[src/rtl/mfthf_pkg.sv]
// Shared constants for the field threshold flag device and its SPI host
package mfthf_pkg;
  // Clock rate and timing figures
  localparam int CLK_MHZ = 100;
  localparam int GLITCH_NS = 1400;
  localparam int GLITCH_CYC = (GLITCH_NS * CLK_MHZ + 999) / 1000;
  localparam int GLITCH_GAP_US = 100;
  localparam int GLITCH_GAP_CYC = GLITCH_GAP_US * CLK_MHZ;
  localparam int RESAMPLE_US = 20;
  localparam int RESAMPLE_CYC = RESAMPLE_US * CLK_MHZ;
  localparam logic [2:0] SCLK_HALF_CYC = 3'h4;
  localparam logic [2:0] FRAME_GAP_CYC = 3'h4;

  // Device register offsets
  localparam logic [4:0] REG_THRESH = 5'h06;
  localparam logic [4:0] REG_STATUS = 5'h1b;
  localparam logic [4:0] REG_TRIM_VAL = 5'h0a;
  localparam logic [4:0] REG_TRIM_EN = 5'h0b;

  // Device reset values
  localparam logic [7:0] THRESH_RESET = 8'h1c;
  localparam logic [7:0] TRIM_VAL_RESET = 8'h00;
  localparam logic [1:0] TRIM_EN_RESET = 2'h0;

  // Field positions
  localparam int LOW_CODE_LSB = 5;
  localparam int HIGH_CODE_LSB = 2;
  localparam int STAT_HIGH_BIT = 7;
  localparam int STAT_LOW_BIT = 6;
  localparam int AUX_A_BIT = 3;
  localparam int AUX_B_BIT = 2;
  localparam int TRIM_X_BIT = 0;
  localparam int TRIM_Y_BIT = 1;

  // SPI frame layout
  localparam logic [2:0] CMD_READ = 3'h2;
  localparam logic [2:0] CMD_WRITE = 3'h4;
  localparam logic [2:0] CMD_NONE = 3'h0;
  localparam logic [3:0] FRAME_LAST_BIT = 4'hf;

  // Field hysteresis in mT
  localparam logic [7:0] HYST_MT = 8'h06;

  // Output angle windows for the spurious low flag pulses, 16-bit full turn
  localparam logic [15:0] DEFECT_ANGLE [4] = '{16'h1f4a, 16'h6222, 16'h9f4a, 16'he222};
  localparam logic [15:0] DEFECT_SPAN = 16'h0111;

  // Host register offsets
  localparam logic [3:0] HREG_CMD = 4'h0;
  localparam logic [3:0] HREG_RESULT = 4'h1;
  localparam logic [3:0] HREG_FLAGS = 4'h2;

  // Rising-field switching point for a threshold code
  function automatic logic [7:0] mfthf_rise_mt(input logic [2:0] code);
    logic [7:0] mt;
    mt = 8'h1a;
    case (code)
      3'h0: mt = 8'h1a;
      3'h1: mt = 8'h29;
      3'h2: mt = 8'h38;
      3'h3: mt = 8'h46;
      3'h4: mt = 8'h54;
      3'h5: mt = 8'h62;
      3'h6: mt = 8'h70;
      default: mt = 8'h7e;
    endcase
    return mt;
  endfunction
endpackage

[src/rtl/mfthf_if.sv]
// SPI link and flag pins between the sensor device and its host
`timescale 1ns/10ps
`default_nettype none
interface mfthf_if;
  logic sclk;
  logic cs_n;
  logic mosi;
  logic miso;
  logic field_low_flag;
  logic field_high_flag;

  modport dev (input sclk, input cs_n, input mosi, output miso, output field_low_flag, output field_high_flag);
  modport host (output sclk, output cs_n, output mosi, input miso, input field_low_flag, input field_high_flag);
endinterface
`default_nettype wire

[src/rtl/mfthf_dev.sv]
// Field threshold flags, trim enables and SPI register slave of the sensor
// Function
// - X trim enable applies bias reduction to X
// - Y trim enable applies bias reduction to Y
// - Both enables reduce both axes equally
// - Low flag below low, high flag above high
// - Both flags switch with 6 mT hysteresis
// - Two 3-bit codes packed in threshold register
// - Codes map to 26..126 rising, 20..120 falling
// - Inverted codes allowed, flags evaluated independently
// - Flags at status bits 7,6 and pins
// - Host reads flags with 010, 11011, zeros
// - Read byte returned in the next frame
// - Flags never alter the angle output
// - Low flag shows spurious 1.3-1.5 us pulses
// - Pulses only near four angles, 100 us apart
// - Host may use inverted high flag instead
// - Host resamples a 1 within 2-100 us
// - Host corrects low flag as NOR of aux bits
`timescale 1ns/10ps
`default_nettype none
module mfthf_dev #(
  parameter int GLITCH_GAP = mfthf_pkg::GLITCH_GAP_CYC
) (
  input wire logic i_clk,
  input wire logic i_arst_n,
  mfthf_if.dev link,
  input wire logic [7:0] i_field_mt,
  input wire logic [15:0] i_angle,
  input wire logic i_defect_en,
  output logic [7:0] o_x_trim_value,
  output logic [7:0] o_y_trim_value,
  output logic [15:0] o_angle
);
  logic sclk_prev_q;
  logic cs_prev_q;
  logic [14:0] shift_in_q;
  logic [3:0] bit_cnt_q;
  logic [15:0] shift_out_q;
  logic [15:0] resp_q;
  logic [15:0] resp_d;
  logic miso_q;
  logic [7:0] thresh_q;
  logic [7:0] trim_val_q;
  logic [1:0] trim_en_q;
  logic low_q;
  logic high_q;
  logic low_pin_q;
  logic high_pin_q;
  logic [7:0] glitch_cnt_q;
  logic [15:0] gap_cnt_q;
  logic [3:0] in_win;
  logic sclk_rise;
  logic sclk_fall;
  logic cs_fall;
  logic frame_end;
  logic [15:0] word;
  logic [2:0] cmd;
  logic [4:0] addr;
  logic [7:0] wdata;
  logic [2:0] low_code;
  logic [2:0] high_code;
  logic [7:0] low_rise;
  logic [7:0] low_fall;
  logic [7:0] high_rise;
  logic [7:0] high_fall;
  logic glitch_start;
  logic [7:0] status_byte;
  logic [7:0] rd_byte;

  // Link edge detection
  assign sclk_rise = link.sclk & ~sclk_prev_q & ~link.cs_n;
  assign sclk_fall = ~link.sclk & sclk_prev_q & ~link.cs_n;
  assign cs_fall = ~link.cs_n & cs_prev_q;
  assign frame_end = sclk_rise & (bit_cnt_q == mfthf_pkg::FRAME_LAST_BIT);
  assign word = {shift_in_q, link.mosi};
  assign cmd = word[15:13];
  assign addr = word[12:8];
  assign wdata = word[7:0];

  // Threshold codes and switching points
  assign low_code = thresh_q[mfthf_pkg::LOW_CODE_LSB +: 3];
  assign high_code = thresh_q[mfthf_pkg::HIGH_CODE_LSB +: 3];
  assign low_rise = mfthf_pkg::mfthf_rise_mt(low_code);
  assign high_rise = mfthf_pkg::mfthf_rise_mt(high_code);
  assign low_fall = low_rise - mfthf_pkg::HYST_MT;
  assign high_fall = high_rise - mfthf_pkg::HYST_MT;

  // Angle windows where the spurious low pulses can appear
  for (genvar i = 0; i < 4; i++) begin : g_win
    assign in_win[i] = (i_angle >= mfthf_pkg::DEFECT_ANGLE[i] - mfthf_pkg::DEFECT_SPAN) &&
                       (i_angle <= mfthf_pkg::DEFECT_ANGLE[i] + mfthf_pkg::DEFECT_SPAN);
  end
  assign glitch_start = i_defect_en & (|in_win) & (gap_cnt_q == 16'h0000) & (glitch_cnt_q == 8'h00);

  // Status byte: pin flags on top, aux bits carry the clean low flag inverted
  always_comb begin
    status_byte = 8'h00;
    status_byte[mfthf_pkg::STAT_HIGH_BIT] = high_pin_q;
    status_byte[mfthf_pkg::STAT_LOW_BIT] = low_pin_q;
    status_byte[mfthf_pkg::AUX_A_BIT] = ~low_q;
    status_byte[mfthf_pkg::AUX_B_BIT] = ~low_q;
  end

  // Register read mux, free of side effects
  always_comb begin
    rd_byte = 8'h00;
    case (addr)
      mfthf_pkg::REG_THRESH: rd_byte = thresh_q;
      mfthf_pkg::REG_STATUS: rd_byte = status_byte;
      mfthf_pkg::REG_TRIM_VAL: rd_byte = trim_val_q;
      mfthf_pkg::REG_TRIM_EN: rd_byte = {6'h00, trim_en_q};
      default: rd_byte = 8'h00;
    endcase
  end

  // Answer for the next frame
  always_comb begin
    resp_d = 16'h0000;
    case (cmd)
      mfthf_pkg::CMD_READ: resp_d = {rd_byte, 8'h00};
      mfthf_pkg::CMD_WRITE: resp_d = {wdata, 8'h00};
      default: resp_d = 16'h0000;
    endcase
  end

  // Edge history of the link
  always_ff @(posedge i_clk or negedge i_arst_n) begin
    if (!i_arst_n) begin
      sclk_prev_q <= 1'b0;
      cs_prev_q <= 1'b1;
    end else begin
      sclk_prev_q <= link.sclk;
      cs_prev_q <= link.cs_n;
    end
  end

  // Receive shifter, sampled on sclk rising edges
  always_ff @(posedge i_clk or negedge i_arst_n) begin
    if (!i_arst_n) begin
      shift_in_q <= 15'h0000;
      bit_cnt_q <= 4'h0;
    end else if (link.cs_n) begin
      bit_cnt_q <= 4'h0;
    end else if (sclk_rise) begin
      shift_in_q <= word[14:0];
      bit_cnt_q <= bit_cnt_q + 4'h1;
    end
  end

  // Response latched when the request frame completes
  always_ff @(posedge i_clk or negedge i_arst_n) begin
    if (!i_arst_n) begin
      resp_q <= 16'h0000;
    end else if (frame_end) begin
      resp_q <= resp_d;
    end
  end

  // Transmit shifter, loaded at frame start, advanced on sclk falling edges
  always_ff @(posedge i_clk or negedge i_arst_n) begin
    if (!i_arst_n) begin
      shift_out_q <= 16'h0000;
      miso_q <= 1'b0;
    end else if (cs_fall) begin
      miso_q <= resp_q[15];
      shift_out_q <= {resp_q[14:0], 1'b0};
    end else if (sclk_fall) begin
      miso_q <= shift_out_q[15];
      shift_out_q <= {shift_out_q[14:0], 1'b0};
    end
  end

  // Writable configuration
  always_ff @(posedge i_clk or negedge i_arst_n) begin
    if (!i_arst_n) begin
      thresh_q <= mfthf_pkg::THRESH_RESET;
      trim_val_q <= mfthf_pkg::TRIM_VAL_RESET;
      trim_en_q <= mfthf_pkg::TRIM_EN_RESET;
    end else if (frame_end && cmd == mfthf_pkg::CMD_WRITE) begin
      case (addr)
        mfthf_pkg::REG_THRESH: thresh_q <= {wdata[7:2], 2'h0};
        mfthf_pkg::REG_TRIM_VAL: trim_val_q <= wdata;
        mfthf_pkg::REG_TRIM_EN: trim_en_q <= wdata[1:0];
        default: thresh_q <= thresh_q;
      endcase
    end
  end

  // Trim values per axis; both enabled gives the same reduction on both
  always_ff @(posedge i_clk or negedge i_arst_n) begin
    if (!i_arst_n) begin
      o_x_trim_value <= 8'h00;
      o_y_trim_value <= 8'h00;
    end else begin
      o_x_trim_value <= trim_en_q[mfthf_pkg::TRIM_X_BIT] ? trim_val_q : 8'h00;
      o_y_trim_value <= trim_en_q[mfthf_pkg::TRIM_Y_BIT] ? trim_val_q : 8'h00;
    end
  end

  // Low flag: set below falling point, clear at or above rising point
  always_ff @(posedge i_clk or negedge i_arst_n) begin
    if (!i_arst_n) begin
      low_q <= 1'b0;
    end else if (i_field_mt < low_fall) begin
      low_q <= 1'b1;
    end else if (i_field_mt >= low_rise) begin
      low_q <= 1'b0;
    end
  end

  // High flag: set above rising point, clear at or below falling point
  always_ff @(posedge i_clk or negedge i_arst_n) begin
    if (!i_arst_n) begin
      high_q <= 1'b0;
    end else if (i_field_mt > high_rise) begin
      high_q <= 1'b1;
    end else if (i_field_mt <= high_fall) begin
      high_q <= 1'b0;
    end
  end

  // Spurious pulse length and spacing
  always_ff @(posedge i_clk or negedge i_arst_n) begin
    if (!i_arst_n) begin
      glitch_cnt_q <= 8'h00;
      gap_cnt_q <= 16'h0000;
    end else if (glitch_start) begin
      glitch_cnt_q <= 8'(mfthf_pkg::GLITCH_CYC);
      gap_cnt_q <= 16'(GLITCH_GAP);
    end else begin
      if (glitch_cnt_q != 8'h00) begin
        glitch_cnt_q <= glitch_cnt_q - 8'h01;
      end
      if (gap_cnt_q != 16'h0000) begin
        gap_cnt_q <= gap_cnt_q - 16'h0001;
      end
    end
  end

  // Flag pins; the pulse reaches pin and status alike
  always_ff @(posedge i_clk or negedge i_arst_n) begin
    if (!i_arst_n) begin
      low_pin_q <= 1'b0;
      high_pin_q <= 1'b0;
    end else begin
      low_pin_q <= low_q | glitch_start | (glitch_cnt_q > 8'h01);
      high_pin_q <= high_q;
    end
  end

  // Angle path untouched by the flags
  always_ff @(posedge i_clk or negedge i_arst_n) begin
    if (!i_arst_n) begin
      o_angle <= 16'h0000;
    end else begin
      o_angle <= i_angle;
    end
  end

  assign link.miso = miso_q;
  assign link.field_low_flag = low_pin_q;
  assign link.field_high_flag = high_pin_q;
endmodule
`default_nettype wire

[src/flat_wrapper.sv]
// flat-port wrapper written by rule: the top's interface ports become plain ports
module mfthf_dev_flat 
#(
  parameter int GLITCH_GAP = mfthf_pkg::GLITCH_GAP_CYC
)
  (i_clk, i_arst_n, i_field_mt, i_angle, i_defect_en, o_x_trim_value, o_y_trim_value, o_angle, link_sclk, link_cs_n, link_mosi, link_miso, link_field_low_flag, link_field_high_flag);
  mfthf_if link_i ();
  input wire logic i_clk;
  input wire logic i_arst_n;
  input wire logic [7:0] i_field_mt;
  input wire logic [15:0] i_angle;
  input wire logic i_defect_en;
  output logic [7:0] o_x_trim_value;
  output logic [7:0] o_y_trim_value;
  output logic [15:0] o_angle;
  input wire logic [$bits(link_i.sclk)-1:0] link_sclk;
  input wire logic [$bits(link_i.cs_n)-1:0] link_cs_n;
  input wire logic [$bits(link_i.mosi)-1:0] link_mosi;
  output wire logic [$bits(link_i.miso)-1:0] link_miso;
  output wire logic [$bits(link_i.field_low_flag)-1:0] link_field_low_flag;
  output wire logic [$bits(link_i.field_high_flag)-1:0] link_field_high_flag;
  assign link_i.sclk = link_sclk;
  assign link_i.cs_n = link_cs_n;
  assign link_i.mosi = link_mosi;
  assign link_miso = link_i.miso;
  assign link_field_low_flag = link_i.field_low_flag;
  assign link_field_high_flag = link_i.field_high_flag;
  mfthf_dev #(.GLITCH_GAP(GLITCH_GAP)) u_core (.i_clk(i_clk), .i_arst_n(i_arst_n), .link(link_i), .i_field_mt(i_field_mt), .i_angle(i_angle), .i_defect_en(i_defect_en), .o_x_trim_value(o_x_trim_value), .o_y_trim_value(o_y_trim_value), .o_angle(o_angle));
endmodule
[config.mk]
export PLATFORM = sky130hd
export DESIGN_NAME = mfthf_dev_flat
export DESIGN_NICKNAME = d
export VERILOG_FILES = /design/src/rtl/mfthf_pkg.sv /design/src/rtl/mfthf_if.sv /design/src/rtl/mfthf_dev.sv /design/src/flat_wrapper.sv
export SDC_FILE = /design/constraint.sdc
export NUM_CORES = 1
export LEC_CHECK = 0
export BUFFER_PORTS_ARGS = -buffer_cell sky130_fd_sc_hd__buf_2
export CORE_MARGIN = 10
export CORE_UTILIZATION = 53
export CTS_BUF_LIST = sky130_fd_sc_hd__clkbuf_4 sky130_fd_sc_hd__clkbuf_8 sky130_fd_sc_hd__clkbuf_16
export DETAILED_ROUTE_END_ITERATION = 7
export GPL_TIMING_DRIVEN = 0
export PLACE_DENSITY = 0.81
export SYNTH_ARGS = -nofsm -noshare
export SYNTH_HDL_FRONTEND = slang
export SYNTH_SLANG_ARGS = --single-unit
[constraint.sdc]
create_clock -name i_clk -period 2.43 [get_ports i_clk]
set_input_delay 0.486 -clock i_clk [delete_from_list [all_inputs] [get_ports i_clk]]
set_output_delay 0.486 -clock i_clk [all_outputs]
set_load 0.02 [all_outputs]
==> metrics.md <==
| Metric | Value |
|---|---|
| Outcome | finished, final reports clean |
| Root Buffer | clkbuf_8 |
| HPWL reported at the end of detailed placement | 8.875 mm |
| Clock sinks | 113 |
| Setup TNS Final | 0 ps |
| Core area | 10,280 µm² |
| Ratio of final minimum period to clock period | 0.9596 |
| DIE HEIGHT | 122.5 µm |
| Pleak | 3.171 nW |
| Gr usage total | 0.1732 |
| PD cells | 728.1 nW/µm² |
| Num ports | 65 |
| Worst-Skew Late Latency | 530 ps |
| Internal | 0.003878 W |
| Average wire per standard cell | 17.02 µm |
| Worst path top cell family by delay | compound AO/OA/AOI/OAI gates |
| Number of unique standard cell types used by synthesis | 68 |
| Layout cells sized above 1 | 0.2803 |
| WP depth | 10 |
| Hold/Removal Path Class | input pin to flip-flop |
| CTS tree | done |
| Placed cells | 692 |
| # diodes | 0 |
| Final Hold Viols | 0 |
| Reg power frac | 0.423 |
| MaxCap Viol Count | 0 |
| Final setup fails | 0 |
| Leading area contributor after synthesis | dfrtp_1 |
| Setup bufs post-CTS | 0 |
| Vias | 4,103 |
| Synth Warn # | 0 |
| Worst-Margin Slew | 691.6 ps |
| Reg2reg path depth | 10 |
| Post-synth top flop | dfrtp_1 |
| Max incr delay on CP | 350 ps |
| Async SR Flop Fraction | 1.000 |
| Worst Setup End Kind | flip-flop |
| CP bufs+invs | 2 |
| Most Used Layer, Global Route | met2 |
| Reg-to-reg slack, setup | 100 ps |
| Final nets | 637 |
| Site row count | 37 |
| CTS Buf Count | 17 |
| Switch share | 0.2147 |
| Die area | 15,010 µm² |
| Tmin final | 2332 ps |
| Critical Path End | u_core.low_q |
| RSZ-0062 raised after global routing | true |
| CP Launch Point | u_core.thresh_q[5] |
| Bufs on Longest Clock Path | 2 |
| Initial Util | 0.5420 |
| Largest net degree at the start of global routing | 73 |
| Clock Skew | 7.159 ps |
| Peak VDD IR | 0.0005684 V |
| Crit Path Class | flip-flop to flip-flop |
| Worst Path Arrival | 2790 ps |
| DR pass1 iterations | 4 |
| Final Util | 0.6600 |
| Global routing usage on met3 | 0.05923 |
| DRC Markers | 0 |
| Slew Viols, Final | 0 |
| H-tree levels | 4 |
| Crit path max fanout | 9 |
| Post-Route WL | 12.27 mm |
| Sw power | 0.001060 W |
| Area grow syn2layout | 21.77% |
| Initial antenna violation count | 0 |
| Clk slew on worst S/H paths | 50 ps |
| Worst path required time | 2880 ps |
| Worst slew margin relative to its limit | 0.5377 |
| First-pass GRT wire length | 20.58 mm |
| Vias per inst | 5.691 |
| Vias in the first global route | 4,303 |
| Global Route met1 Usage | 0.1863 |
| Die W | 122.5 µm |
| Initial DRC count | 166 |
| Crit start category | flip-flop |
| Clock group share of total power | 0.516 |
| Cells after synthesis | 490 |
| Post-synth EDFFs | 0 |
| Max Clk Rate | 428.8 MHz |
| Synth Cell Area | 5570 µm² |
| GRT overflow | 0 |
| Sequential share of the synthesized area | 0.5085 |
| Design Area, Final | 6783 µm² |
| R2r startpoint | u_core.thresh_q[5] |
| Final RePlAce weighted congestion | 0.8281 |
| M2 GR Usage | 0.3038 |
| Crit-path cells | clkbuf_4 -> inv_4 -> xnor2_2 -> ha_2 -> xor2_1 -> ha_1 -> a2111oi_2 -> a21oi_1 -> o21a_1 -> o21ai_1 |
| Synth top area share | 0.4897 |
| FF-to-FF End | u_core.low_q |
| Area after DPL | 6096 µm² |
| Critical path's slowest cell | a2111oi_2 |
| Antenna-violating nets left | 0 |
| Synth top area cells | dfrtp_1 49%, ha_1 7.6%, mux2_2 6.5% |
| Port Buf Inserts | 64 |
| Yosys reg bits | 113 |
| Syn Area/Cell | 11.37 µm² |
| Combinational share of power | 0.061 |
| Fin cells | 721 |
-- synth_stat cells (all sizes together) (3+ instances only) --
cell type,instances
dfstp,4
o21bai,3
nor4b,3
or2,4
mux2i,11
nor4,8
a22oi,8
and3,3
nand2b,6
nand2,40
nand3,6
and2,16
ha,34
or4,3
nand4,8
a21oi,14
clkbuf,11
a221o,4
nor2b,10
nor3,10
mux2,32
inv,15
xor2,14
xnor2,7
o21a,4
o21ai,27
a21o,3
buf,5
nor2,23
o211ai,4
dfrtp,109
-- final cells by class --
class                   count  area [µm²]
flip-flops and latches    113        2834
well taps                 136       170.2
clock buffers              27       526.8
multi-input cells         347        2663
plain buffers              13       75.07
repair buffers             66       360.3
inverters                  15       58.81
fillers                   780        3495
clock inverters             4       95.09
-- layer usage --
metal / wire (µm) / up-vias
met1: 4982 / 2045
met3: 608 / 19
met4: 207 / 0
met2: 6474 / 88
met5: 0 / -
li1: - / 1951
-- layout by cell type, fill, tap and decap left out, types with 5 or more instances in the layout --
cell,netlist,final
buf_2,3,66
xnor2_1,7,6
clkbuf_8,0,7
nor2_1,23,22
mux2i_1,11,11
nand2b_1,6,6
ha_1,34,33
nor3_1,9,9
nor4_1,6,5
xor2_1,14,14
clkbuf_4,0,6
clkbuf_1,11,5
nor2b_1,10,10
nand3_1,6,6
a22oi_1,8,8
mux2_2,32,32
inv_1,15,14
nand4_1,7,7
o21ai_0,25,24
dfrtp_1,109,108
and2_1,16,16
a21oi_1,14,14
nand2_1,39,38
clkbuf_16,0,16
-- power by group through the flow --
stage	clock [W]	sequential, W	combinational (W)
3_3_place_gp	0	0.00211	0.000282
4_1_cts	0.00259	0.00209	0.000307
2_1_floorplan	0	0.00209	0.000153
5_1_grt	0.00267	0.00210	0.000341
3_5_place_dp	0	0.00212	0.000302
6_report	0.00255	0.00209	0.000303
-- per-stage QoR --
step	setup WS, ps	hold slack [ps]	power, W
finish	98.13	72.96	0.004938
global route	-66.15	52.22	0.005114
CTS	-1.424	53.27	0.004985
detailed placement	-345.8	371.0	0.002419
global placement	-312.9	365.7	0.002389
floorplan	4.273	190.4	0.002248
-- cell families after synthesis --
| kind of cell | share of synthesized area |
|---|---|
| simple gates | 0.1548 |
| compound gates | 0.1186 |
| buf+inv | 0.02358 |
| fa+ha+maj | 0.07637 |
| xor+xnor | 0.03302 |
| flops | 0.5085 |
| mux | 0.08446 |
| other cells | 0.0006732 |
-- worst register-to-register path, delay by kind of cell (launching register included) --
family	cells	cell delay (ps)
AOI/OAI and AO/OA	4	750
xor gates and xnor gates	2	400
adders and majority gates	2	540
buffers and inverters	2	260
DFF	1	320
-- state kept, by name, summed over array words and instances, names as in the netlist --
register                     count
u_core.gap_cnt_q                16
u_core.o_angle                  16
u_core.shift_in_q               15
u_core.glitch_cnt_q              8
u_core.o_x_trim_value            8
u_core.o_y_trim_value            8
u_core.resp_q                    8
u_core.trim_val_q                8
u_core.shift_out_q               7
u_core.thresh_q                  6
u_core.bit_cnt_q                 4
u_core.trim_en_q                 2
u_core.cs_prev_q                 1
u_core.high_q                    1
u_core.link.field_high_flag      1
u_core.link.field_low_flag       1
u_core.link.miso                 1
u_core.low_q                     1
u_core.sclk_prev_q               1
-- worst min-delay path by stage --
stage | start | end | slack, ps | cells after the start
after floorplan | i_arst_n | u_core.bit_cnt_q[0] | 190 | 0
after global placement | u_core.high_q | u_core.link.field_high_flag | 370 | 0
after detailed placement | u_core.high_q | u_core.link.field_high_flag | 370 | 0
after CTS | i_angle[15] | u_core.o_angle[15] | 50 | 1
after global routing | i_angle[15] | u_core.o_angle[15] | 50 | 1
final | i_angle[15] | u_core.o_angle[15] | 70 | 1
-- repair_timing --
item,in CTS,in global routing
resized for setup,12,11
pin swaps,1,2
setup endpoints to repair,2,5
hold buffers,1,0
hold endpoints to repair,40,0
(Power assumes the default switching activity.)
